==> src/pkg/smt_pkg.sv <==
// How it works
// - Write mode 0: chip select controls the write, data driven in pulse/hold.
// - Chip-select write: data buffers on after cs write setup, until cycle end.
// - Protect enable blocks writes to setup, pulse, cycle and mode registers.
// - A blocked write sets the violation flag and records the target register.
// - Reading the protect status register clears the violation flag.
// - Setup code is 6 bits: 128 times bit 5 plus bits 4:0.
// - Pulse code is 7 bits: 256 times bit 6 plus bits 5:0.
// - Cycle code is 9 bits: 256 times bits 8:7 plus bits 6:0.
// - Each chip select owns its setup, pulse and cycle registers.
// - Setup and pulse registers reset to 0x01010101.
// - Cycle register resets to 0x00030003, three cycles with one hold.
// - Read and write mode both reset to 1, strobe controlled.
// - Strobe write with zero hold still keeps address and cs past strobe rise.
// - Scrambling happens in line and adds no wait cycles.
// - One scrambling enable bit per chip select.
// - Scrambling uses two keys that are write-only and read as zero.
// - Idle cycles are inserted between external accesses automatically.
// - Read data captured on the edge that raises the selected strobe.
package smt_pkg;
  localparam int NUM_CS = 4;
  localparam int ADDR_W = 24;
  localparam int DATA_W = 16;
  localparam int CNT_W = 10;
  localparam int REG_AW = 8;
  localparam int FLD_W = 8;
  localparam int CYC_W = 16;
  // Register kinds inside one chip-select block of four words.
  localparam logic [1:0] KIND_SETUP = 2'h0;
  localparam logic [1:0] KIND_PULSE = 2'h1;
  localparam logic [1:0] KIND_CYCLE = 2'h2;
  localparam logic [1:0] KIND_MODE = 2'h3;
  // Byte offsets outside the chip-select blocks.
  localparam logic [7:0] OFF_SCR_MODE = 8'h40;
  localparam logic [7:0] OFF_KEY1 = 8'h44;
  localparam logic [7:0] OFF_KEY2 = 8'h48;
  localparam logic [7:0] OFF_PROT_MODE = 8'h50;
  localparam logic [7:0] OFF_PROT_STAT = 8'h54;
  // Reset values and writable field masks.
  localparam logic [31:0] SETUP_RST = 32'h01010101;
  localparam logic [31:0] PULSE_RST = 32'h01010101;
  localparam logic [31:0] CYCLE_RST = 32'h00030003;
  localparam logic [31:0] SETUP_MASK = 32'h3f3f3f3f;
  localparam logic [31:0] PULSE_MASK = 32'h7f7f7f7f;
  localparam logic [31:0] CYCLE_MASK = 32'h01ff01ff;
  localparam logic [1:0] MODE_RST = 2'h3;
  localparam int MODE_READ_BIT = 0;
  localparam int MODE_WRITE_BIT = 1;
  localparam logic [1:0] RESP_OKAY = 2'h0;
  localparam logic [1:0] RESP_SLVERR = 2'h2;
endpackage : smt_pkg

==> src/core/smt_timing_decode.sv <==
`timescale 1ns/1ps
module smt_timing_decode (
  // Raw timing words of one chip select.
  input wire logic [31:0] setup_word,
  input wire logic [31:0] pulse_word,
  input wire logic [31:0] cycle_word,
  // Effective counts in master clock cycles.
  output logic [3:0][smt_pkg::CNT_W-1:0] setup_eff,
  output logic [3:0][smt_pkg::CNT_W-1:0] pulse_eff,
  output logic [1:0][smt_pkg::CNT_W-1:0] cycle_eff
);
  import smt_pkg::*;

  // Setup code: bit 5 weighs 128.
  function automatic logic [CNT_W-1:0] dec_setup(input logic [5:0] c);
    return {2'b00, c[5], 2'b00, c[4:0]};
  endfunction : dec_setup

  // Pulse code: bit 6 weighs 256.
  function automatic logic [CNT_W-1:0] dec_pulse(input logic [6:0] c);
    return {1'b0, c[6], 2'b00, c[5:0]};
  endfunction : dec_pulse

  // Cycle code: bits 8:7 weigh 256 each step.
  function automatic logic [CNT_W-1:0] dec_cycle(input logic [8:0] c);
    return {c[8:7], 1'b0, c[6:0]};
  endfunction : dec_cycle

  // Field 0 read strobe, 1 cs read, 2 write strobe, 3 cs write.
  for (genvar i = 0; i < 4; i++) begin : g_field
    assign setup_eff[i] = dec_setup(setup_word[i*FLD_W +: 6]);
    assign pulse_eff[i] = dec_pulse(pulse_word[i*FLD_W +: 7]);
  end

  // Field 0 read total, 1 write total.
  for (genvar j = 0; j < 2; j++) begin : g_cycle
    assign cycle_eff[j] = dec_cycle(cycle_word[j*CYC_W +: 9]);
  end
endmodule : smt_timing_decode

==> src/core/smt_scramble.sv <==
`timescale 1ns/1ps
module smt_scramble (
  // Data and access context.
  input wire logic [smt_pkg::DATA_W-1:0] data_in,
  input wire logic [smt_pkg::ADDR_W-1:0] addr,
  input wire logic [1:0] cs,
  input wire logic enable,
  // User keys.
  input wire logic [31:0] key_first,
  input wire logic [31:0] key_second,
  // Transformed data.
  output logic [smt_pkg::DATA_W-1:0] data_out
);
  import smt_pkg::*;

  logic [31:0] rot;
  logic [DATA_W-1:0] mask;

  // Mask mixes both keys, chip select and address; XOR is self-inverse.
  always_comb begin
    rot = {key_second[31:16], key_second[31:16]} >> {cs, 2'b00};
    mask = key_first[15:0] ^ key_first[31:16] ^ key_second[15:0];
    mask = mask ^ rot[15:0] ^ addr[15:0] ^ {addr[23:16], addr[23:16]};
    data_out = enable ? (data_in ^ mask) : data_in;
  end
endmodule : smt_scramble

==> src/core/smt_core.sv <==
`timescale 1ns/1ps
module smt_core (
  // Clock and reset.
  input wire logic ref_clk,
  input wire logic rst,
  // AXI4-Lite write channels.
  input wire logic awvalid,
  output logic awready,
  input wire logic [smt_pkg::REG_AW-1:0] awaddr,
  input wire logic wvalid,
  output logic wready,
  input wire logic [31:0] wdata,
  input wire logic [3:0] wstrb,
  output logic bvalid,
  input wire logic bready,
  output logic [1:0] bresp,
  // AXI4-Lite read channels.
  input wire logic arvalid,
  output logic arready,
  input wire logic [smt_pkg::REG_AW-1:0] araddr,
  output logic rvalid,
  input wire logic rready,
  output logic [31:0] rdata,
  output logic [1:0] rresp,
  // Access requests from the system side.
  input wire logic req_valid,
  output logic req_ready,
  input wire logic req_write,
  input wire logic [1:0] req_cs,
  input wire logic [smt_pkg::ADDR_W-1:0] req_addr,
  input wire logic [smt_pkg::DATA_W-1:0] req_wdata,
  output logic rsp_valid,
  output logic [smt_pkg::DATA_W-1:0] rsp_rdata,
  // External memory pins.
  output logic [smt_pkg::ADDR_W-1:0] mem_addr,
  output logic [smt_pkg::NUM_CS-1:0] chip_select_n,
  output logic read_strobe_n,
  output logic write_strobe_n,
  output logic [smt_pkg::DATA_W-1:0] data_out,
  output logic data_oe,
  input wire logic [smt_pkg::DATA_W-1:0] data_in
);
  import smt_pkg::*;

  typedef enum logic [1:0] {ST_IDLE, ST_ACC, ST_EXT, ST_GAP} smt_state_t;

  logic [31:0] setup_r [NUM_CS];
  logic [31:0] pulse_r [NUM_CS];
  logic [31:0] cycle_r [NUM_CS];
  logic [1:0] mode_r [NUM_CS];
  logic protect_enable;
  logic protect_violation_flag;
  logic [7:0] protect_violation_source;
  logic [NUM_CS-1:0] cs_scramble_enable;
  logic [31:0] scramble_key_first;
  logic [31:0] scramble_key_second;
  logic aw_held;
  logic w_held;
  logic [7:0] aw_q;
  logic [31:0] w_q;
  logic [3:0] s_q;
  logic [31:0] rd_mux;
  smt_state_t state;
  logic [CNT_W-1:0] cnt;
  logic [1:0] acc_cs;
  logic acc_wr;
  logic [DATA_W-1:0] rd_cap;
  logic [DATA_W-1:0] data_in_s1;
  logic [DATA_W-1:0] data_in_s2;
  logic [3:0][CNT_W-1:0] s_eff;
  logic [3:0][CNT_W-1:0] p_eff;
  logic [1:0][CNT_W-1:0] c_eff;
  logic [DATA_W-1:0] scr_wdata;
  logic [DATA_W-1:0] cap_now;
  logic [DATA_W-1:0] unscr_rdata;

  // Chip-select configuration words occupy offsets below 0x40.
  function automatic logic is_cfg(input logic [7:0] a);
    return a[7:6] == 2'b00;
  endfunction : is_cfg

  // Every address that answers OKAY.
  function automatic logic is_mapped(input logic [7:0] a);
    return is_cfg(a) || a == OFF_SCR_MODE || a == OFF_KEY1 ||
      a == OFF_KEY2 || a == OFF_PROT_MODE || a == OFF_PROT_STAT;
  endfunction : is_mapped

  // Byte-lane merge of a write into an old word.
  function automatic logic [31:0] wmerge(input logic [31:0] o,
                                         input logic [31:0] n,
                                         input logic [3:0] s);
    logic [31:0] r;
    r = o;
    for (int b = 0; b < 4; b++) begin
      if (s[b]) begin
        r[8*b +: 8] = n[8*b +: 8];
      end
    end
    return r;
  endfunction : wmerge

  // Strobe window: active from setup for pulse cycles.
  function automatic logic in_win(input logic [CNT_W-1:0] c,
                                  input logic [CNT_W-1:0] s,
                                  input logic [CNT_W-1:0] p);
    return c >= s && {1'b0, c} < ({1'b0, s} + {1'b0, p});
  endfunction : in_win

  ////////////////////////////////////////////////////////////////////////////
  // Register bus.

  wire wr_go = aw_held && w_held && !bvalid;
  wire rd_go = arvalid && arready;
  wire [1:0] w_cs = aw_q[5:4];
  wire [1:0] w_kind = aw_q[3:2];
  wire prot_hit = wr_go && is_cfg(aw_q) && protect_enable;
  wire cfg_wr = wr_go && is_cfg(aw_q) && !protect_enable;
  wire other_wr = wr_go && !is_cfg(aw_q);

  assign awready = !aw_held;
  assign wready = !w_held;
  assign arready = !rvalid;

  // Address and data are caught in either order and held until used.
  always_ff @(posedge ref_clk or posedge rst) begin
    if (rst) begin
      aw_held <= 1'b0;
      w_held <= 1'b0;
      aw_q <= 8'h00;
      w_q <= 32'h0;
      s_q <= 4'h0;
    end else begin
      if (awvalid && awready) begin
        aw_held <= 1'b1;
        aw_q <= awaddr;
      end else if (wr_go) begin
        aw_held <= 1'b0;
      end
      if (wvalid && wready) begin
        w_held <= 1'b1;
        w_q <= wdata;
        s_q <= wstrb;
      end else if (wr_go) begin
        w_held <= 1'b0;
      end
    end
  end

  // Write response follows the register update.
  always_ff @(posedge ref_clk or posedge rst) begin
    if (rst) begin
      bvalid <= 1'b0;
      bresp <= RESP_OKAY;
    end else if (wr_go) begin
      bvalid <= 1'b1;
      bresp <= is_mapped(aw_q) ? RESP_OKAY : RESP_SLVERR;
    end else if (bready) begin
      bvalid <= 1'b0;
    end
  end

  // Per chip-select timing and mode words, each with its own set.
  always_ff @(posedge ref_clk or posedge rst) begin
    if (rst) begin
      for (int i = 0; i < NUM_CS; i++) begin
        setup_r[i] <= SETUP_RST;
        pulse_r[i] <= PULSE_RST;
        cycle_r[i] <= CYCLE_RST;
        mode_r[i] <= MODE_RST;
      end
    end else if (cfg_wr) begin
      unique case (w_kind)
        KIND_SETUP:
          setup_r[w_cs] <= wmerge(setup_r[w_cs], w_q, s_q) & SETUP_MASK;
        KIND_PULSE:
          pulse_r[w_cs] <= wmerge(pulse_r[w_cs], w_q, s_q) & PULSE_MASK;
        KIND_CYCLE:
          cycle_r[w_cs] <= wmerge(cycle_r[w_cs], w_q, s_q) & CYCLE_MASK;
        KIND_MODE:
          mode_r[w_cs] <= s_q[0] ? w_q[1:0] : mode_r[w_cs];
      endcase
    end
  end

  // Protection, scrambling enables and write-only keys.
  always_ff @(posedge ref_clk or posedge rst) begin
    if (rst) begin
      protect_enable <= 1'b0;
      cs_scramble_enable <= '0;
      scramble_key_first <= 32'h0;
      scramble_key_second <= 32'h0;
    end else if (other_wr && s_q[0]) begin
      if (aw_q == OFF_PROT_MODE) begin
        protect_enable <= w_q[0];
      end
      if (aw_q == OFF_SCR_MODE) begin
        cs_scramble_enable <= w_q[NUM_CS-1:0];
      end
      if (aw_q == OFF_KEY1) begin
        scramble_key_first <= w_q;
      end
      if (aw_q == OFF_KEY2) begin
        scramble_key_second <= w_q;
      end
    end
  end

  // Violation flag: a new violation wins over the clearing read.
  always_ff @(posedge ref_clk or posedge rst) begin
    if (rst) begin
      protect_violation_flag <= 1'b0;
      protect_violation_source <= 8'h00;
    end else if (prot_hit) begin
      protect_violation_flag <= 1'b1;
      protect_violation_source <= aw_q;
    end else if (rd_go && araddr == OFF_PROT_STAT) begin
      protect_violation_flag <= 1'b0;
    end
  end

  // Read data selection; keys and unmapped words read as zero.
  always_comb begin
    rd_mux = 32'h0;
    if (is_cfg(araddr)) begin
      unique case (araddr[3:2])
        KIND_SETUP: rd_mux = setup_r[araddr[5:4]];
        KIND_PULSE: rd_mux = pulse_r[araddr[5:4]];
        KIND_CYCLE: rd_mux = cycle_r[araddr[5:4]];
        KIND_MODE: rd_mux = {30'h0, mode_r[araddr[5:4]]};
      endcase
    end else if (araddr == OFF_SCR_MODE) begin
      rd_mux = {28'h0, cs_scramble_enable};
    end else if (araddr == OFF_PROT_MODE) begin
      rd_mux = {31'h0, protect_enable};
    end else if (araddr == OFF_PROT_STAT) begin
      rd_mux = {16'h0, protect_violation_source, 7'h0,
                protect_violation_flag};
    end
  end

  // Read answer one cycle after the address is taken.
  always_ff @(posedge ref_clk or posedge rst) begin
    if (rst) begin
      rvalid <= 1'b0;
      rdata <= 32'h0;
      rresp <= RESP_OKAY;
    end else if (rd_go) begin
      rvalid <= 1'b1;
      rdata <= rd_mux;
      rresp <= is_mapped(araddr) ? RESP_OKAY : RESP_SLVERR;
    end else if (rready) begin
      rvalid <= 1'b0;
    end
  end

  ////////////////////////////////////////////////////////////////////////////
  // External access engine.

  smt_timing_decode u_decode (
    .setup_word(setup_r[acc_cs]),
    .pulse_word(pulse_r[acc_cs]),
    .cycle_word(cycle_r[acc_cs]),
    .setup_eff(s_eff),
    .pulse_eff(p_eff),
    .cycle_eff(c_eff)
  );

  smt_scramble u_scr_wr (
    .data_in(req_wdata),
    .addr(req_addr),
    .cs(req_cs),
    .enable(cs_scramble_enable[req_cs]),
    .key_first(scramble_key_first),
    .key_second(scramble_key_second),
    .data_out(scr_wdata)
  );

  smt_scramble u_scr_rd (
    .data_in(cap_now),
    .addr(mem_addr),
    .cs(acc_cs),
    .enable(cs_scramble_enable[acc_cs]),
    .key_first(scramble_key_first),
    .key_second(scramble_key_second),
    .data_out(unscr_rdata)
  );

  wire wmode = mode_r[acc_cs][MODE_WRITE_BIT];
  wire rmode = mode_r[acc_cs][MODE_READ_BIT];
  wire [CNT_W-1:0] total = acc_wr ? c_eff[1] : c_eff[0];
  wire last = ({1'b0, cnt} + 11'd1) >= {1'b0, total};
  wire [CNT_W:0] we_end = {1'b0, s_eff[2]} + {1'b0, p_eff[2]};
  wire we_hold0 = we_end >= {1'b0, c_eff[1]};
  wire go_ext = acc_wr && wmode && we_hold0;
  wire [CNT_W-1:0] rd_end = rmode ? CNT_W'(s_eff[0] + p_eff[0])
                                  : CNT_W'(s_eff[1] + p_eff[1]);
  wire cap_hit = state == ST_ACC && !acc_wr && cnt == rd_end;
  assign cap_now = cap_hit ? data_in_s2 : rd_cap;
  assign req_ready = state == ST_IDLE;

  // Read data pins pass two flip-flops before use.
  always_ff @(posedge ref_clk or posedge rst) begin
    if (rst) begin
      data_in_s1 <= '0;
      data_in_s2 <= '0;
    end else begin
      data_in_s1 <= data_in;
      data_in_s2 <= data_in_s1;
    end
  end

  // Sequencer: access, optional address hold, then one idle cycle.
  always_ff @(posedge ref_clk or posedge rst) begin
    if (rst) begin
      state <= ST_IDLE;
      cnt <= '0;
      acc_cs <= 2'h0;
      acc_wr <= 1'b0;
      mem_addr <= '0;
      data_out <= '0;
    end else begin
      unique case (state)
        ST_IDLE: begin
          if (req_valid) begin
            state <= ST_ACC;
            cnt <= '0;
            acc_cs <= req_cs;
            acc_wr <= req_write;
            mem_addr <= req_addr;
            data_out <= scr_wdata;
          end
        end
        ST_ACC: begin
          if (last) begin
            state <= go_ext ? ST_EXT : ST_GAP;
            cnt <= '0;
          end else begin
            cnt <= cnt + 1'b1;
          end
        end
        ST_EXT: state <= ST_GAP;
        ST_GAP: state <= ST_IDLE;
      endcase
    end
  end

  // Read capture on the edge that raises the controlling strobe.
  always_ff @(posedge ref_clk or posedge rst) begin
    if (rst) begin
      rd_cap <= '0;
    end else if (cap_hit) begin
      rd_cap <= data_in_s2;
    end
  end

  // Strobe and buffer pins, registered from the cycle count.
  always_ff @(posedge ref_clk or posedge rst) begin
    if (rst) begin
      chip_select_n <= '1;
      read_strobe_n <= 1'b1;
      write_strobe_n <= 1'b1;
      data_oe <= 1'b0;
    end else begin
      chip_select_n <= '1;
      if ((state == ST_ACC && (acc_wr ? in_win(cnt, s_eff[3], p_eff[3])
           : in_win(cnt, s_eff[1], p_eff[1]))) || state == ST_EXT) begin
        chip_select_n <= ~(4'h1 << acc_cs);
      end
      read_strobe_n <= !(state == ST_ACC && !acc_wr &&
                         in_win(cnt, s_eff[0], p_eff[0]));
      write_strobe_n <= !(state == ST_ACC && acc_wr &&
                          in_win(cnt, s_eff[2], p_eff[2]));
      data_oe <= acc_wr && ((state == ST_ACC &&
                 cnt >= (wmode ? s_eff[2] : s_eff[3])) ||
                 state == ST_EXT);
    end
  end

  // Completion pulse with unscrambled read data.
  always_ff @(posedge ref_clk or posedge rst) begin
    if (rst) begin
      rsp_valid <= 1'b0;
      rsp_rdata <= '0;
    end else begin
      rsp_valid <= (state == ST_ACC && last && !go_ext) ||
                   state == ST_EXT;
      if (state == ST_ACC && last && !acc_wr) begin
        rsp_rdata <= unscr_rdata;
      end
    end
  end
endmodule : smt_core

==> config.mk <==
export PLATFORM = sky130hd
export DESIGN_NAME = smt_core
export DESIGN_NICKNAME = d
export VERILOG_FILES = /design/src/pkg/smt_pkg.sv /design/src/core/smt_timing_decode.sv /design/src/core/smt_scramble.sv /design/src/core/smt_core.sv
export SDC_FILE = /design/constraint.sdc
export NUM_CORES = 2
export LEC_CHECK = 0
export ABC_AREA = 1
export BUFFER_PORTS_ARGS = -buffer_cell sky130_fd_sc_hd__buf_4
export CAP_MARGIN = 20
export CORE_UTILIZATION = 30
export CTS_CLUSTER_SIZE = 20
export DETAILED_ROUTE_END_ITERATION = 8
export PLACE_DENSITY_LB_ADDON = 0.25
export REMOVE_ABC_BUFFERS = 1
export SETUP_SLACK_MARGIN = 0.05
export SYNTH_ARGS = -nofsm -noshare
export SYNTH_HDL_FRONTEND = slang
export SYNTH_SLANG_ARGS = --single-unit
==> constraint.sdc <==
create_clock -name ref_clk -period 24.5 [get_ports ref_clk]
set_input_delay 2.45 -clock ref_clk [delete_from_list [all_inputs] [get_ports ref_clk]]
set_output_delay 2.45 -clock ref_clk [all_outputs]
set_load 0.05 [all_outputs]
==> reports/metrics.yaml <==
slew_violations: 0
synth_top_area_share: 0.386
required_ns: 25.01
ff2ff_setup_slack_ns: 18.85
max_freq_ghz: 0.177
cts_sinks: 574
gp_congestion: 0.906
worstMarginPinSlew_ns: 1.14
rr_endpoint: "rsp_rdata[11]$_DFFE_PP0P_"
ys_seq_elements: 574
crit_top_cell: "nand2_1"
numCtsBuffers: 69
initial_core_util: 0.303
rr_startpoint: "acc_cs[0]$_DFFE_PP0P_"
critical_path.startpoint_type: "register"
skew_ns: 0.0275
synthFlopType: "dfrtp_1"
core_um2: 109000
layout_setup_ws_ns: 18.85
synth.largest_area_cell: "dfrtp_1"
die_width_um: 335
num_io_pins: 225
grtUsageTotal: 0.231
drv_cap: 0
cts_hold_buf: 0
ctsHtreeMaxLevel: 3
wl_um: 132000
p_int_mw: 2.46
die_height_um: 335
worstPathMaxFanout: 33
finalPower_mw: 4.69
dr.pass1.iters: 6
hold_class: "register to register"
sw_frac_of_total: 0.476
fillers: 11500
drt-vias-per-instance: 5.33
ys_types: 55
max-vdd-ir-drop_uv: 55.2
synth_cells: 4219
area_delta_synth_final_pct: 16.3
grt_pass1_vias: 28900
antenna_left: 0
power.switching_mw: 2.23
hold-path-endpoint: "data_in_s2[8]$_DFF_PP0_"
slowest_delay_ns: 0.67
rows: 121
setup_viol_count_final: 0
power.leakage_nw: 17.2
synth_edf_count: 0
rsz0062_at_grt: "no"
end_kind: "register"
ys_seq_area_frac: 0.435
min_period_ns: 5.65
wire_per_inst_um: 22.5
slew_headroom: 0.241
drc: 0
clk-insertion-delay-late_ns: 0.63
combPwrFrac: 0.469
cts_buffer_depth: 3
yosys-top-cells-area: "dfrtp_1 (39%), o21ai_0 (11%), nand2_1 (9.8%), inv_1 (6.1%), dfstp_2 (4.9%)"
syn_area_um2: 33200
grt_pass1_wl_um: 194000
cts-root-buf: "clkbuf_16"
status: "complete, no violations"
first_iter_violations: 3594
path_cells: "buf_4 -> inv_4 -> nor2_4 -> buf_4 -> a22oi_1 -> o221ai_1 -> ha_1 -> fa_1 -> inv_1 -> nand2_1 -> nand3_1 -> nand2_1 -> nor2_1 -> nand3_2 -> nor2_4 -> nand2_4 -> nand2_1 -> nand3_1 -> nand3_1 -> nand2_1"
cts_setup_buffers: 0
clk_pin_slew_worst_paths_ns: 0.06
cp.arrival_ns: 6.16
synthTopCellsByCount: "nand2_1 (865), o21ai_0 (710), inv_1 (538), dfrtp_1 (512), a21oi_1 (220)"
hold_viol: 0
die-area_um2: 112000
post-place-cells: 5729
hold_path_depth: 0
crit_type: "register to register"
grt_start_max_net_pins: 141
synth_area_per_cell_um2: 7.86
synth.most_common_cell: "nand2_1"
rr_worst_depth: 20
antenna_found_initial: 3
tritoncts: "built"
layoutNonFillerInstCount: 5860
fin_area_um2: 38600
drive_gt1_frac: 0.130
crit_slowest_cell: "dfrtp_2"
ctsResizeCount: 0
tns_ns: 0
powerDensity_nw_per_um2: 122
place_ws_ns: 18.42
pwr-share-clk: 0.231
numPortBuffers: 221
ys_async_sr_fraction: 1.00
num_vias: 31200
dpl_cell_area_um2: 36100
ys.warnings.count: 0
grt.overflow.total: 0
hold_start: "data_in_s1[8]$_DFF_PP0_"
place_hpwl_um: 88800
timing.final.crit_share: 0.230
nNetsFinal: 4546
pwr-share-seq: 0.300
-- state kept, by name (all words and copies together) (netlist names), 2 cells and up --
register and cells:
acc_cs 2, aw_q 8, chip_select_n 4, cnt 10, cs_scramble_enable 4, cycle_r 72
data_in_s1 16, data_in_s2 16, data_out 16, mem_addr 24, mode_r 8, protect_violation_source 8
pulse_r 112, rd_cap 16, rdata 31, rsp_rdata 16, s_q 4, scramble_key_first 32
scramble_key_second 32, setup_r 96, state 2, w_q 32
-- through the flow --
stage,hold WS [ns],util
6_report,0.346,0.353
5_1_grt,0.358,0.353
4_1_cts,0.351,0.352
3_5_place_dp,0.336,0.331
3_3_place_gp,0.334,0.331
2_1_floorplan,0.331,-
-- per-layer routing --
metal	up-vias	share of wire	global-route usage
li1	14400	-	-
met2	1490	0.44	0.357
met1	15100	0.43	0.319
met4	0	0.040	0.0898
met3	274	0.084	0.0398
met5	-	0	0
-- how the worst max path moves through the flow --
stage / end / startpoint / depth (start not counted) / slack [ns]
final: rsp_rdata[11]$_DFFE_PP0P_ / acc_cs[0]$_DFFE_PP0P_ / 20 / 18.85
after global placement: rdata[12]$_DFFE_PP0P_ / araddr[5] / 12 / 18.59
after detailed placement: rdata[12]$_DFFE_PP0P_ / araddr[5] / 12 / 18.42
after CTS: rsp_rdata[6]$_DFFE_PP0P_ / acc_cs[0]$_DFFE_PP0P_ / 21 / 18.98
after floorplan: acc_cs[0]$_DFFE_PP0P_ / rst / 1 / 6.09
after global routing: rsp_rdata[6]$_DFFE_PP0P_ / acc_cs[0]$_DFFE_PP0P_ / 21 / 18.62
-- power by group through the flow --
stage | sequential, mW | combinational (mW) | clock [mW]
after global placement | 1.42 | 2.15 | 0
after floorplan | 1.54 | 1.19 | 0
after CTS | 1.40 | 2.17 | 1.10
final | 1.41 | 2.20 | 1.08
after global routing | 1.43 | 2.38 | 1.14
after detailed placement | 1.41 | 2.17 | 0
-- worst max-delay path, delay by kind of cell (launching register included) --
family          cells  cell delay, ns
simple gates       12            2.37
flops               1            0.67
buf+inv             4            1.31
fa+ha+maj           2            0.80
compound gates      2            0.31
-- placed cells by master, fill, tap and decap left out, drive strengths merged, types with 27 or more instances in the layout --
cell / instances
a21oi: 220
a22oi: 32
buf: 265
clkbuf: 107
dfrtp: 512
dfstp: 62
ha: 97
inv: 549
mux2: 29
nand2: 883
nand3: 180
nor2: 157
o21a: 27
o21ai: 716
o221ai: 50
o22ai: 177
xnor2: 35
xor2: 101
-- area by class of cell --
type                       instances  area [um2]  share of cell area
antenna                            2        5.00            0.000130
clock buffer                     107        2100              0.0545
clock inverter                    20         262             0.00678
inverter                         552        2080              0.0540
multi-input combinational       2864       15800               0.409
sequential                       574       14400               0.374
tap                             1476        1850              0.0479
timing repair buffer             265        2050              0.0530
-- cell families (layout without fill, tap and decap cells) --
group / after synthesis / count (layout) / synth area share
other: 1 / 5 / 0.000113
AOI/OAI and AO/OA: 1322 / 1322 / 0.226
adders and majority gates: 101 / 101 / 0.0390
and+or+nand+nor: 1273 / 1273 / 0.161
xor gates and xnor gates: 136 / 136 / 0.0359
muxes: 29 / 29 / 0.00985
DFF: 574 / 574 / 0.435
buffers and inverters: 783 / 944 / 0.0926
(Power assumes the default switching activity.)
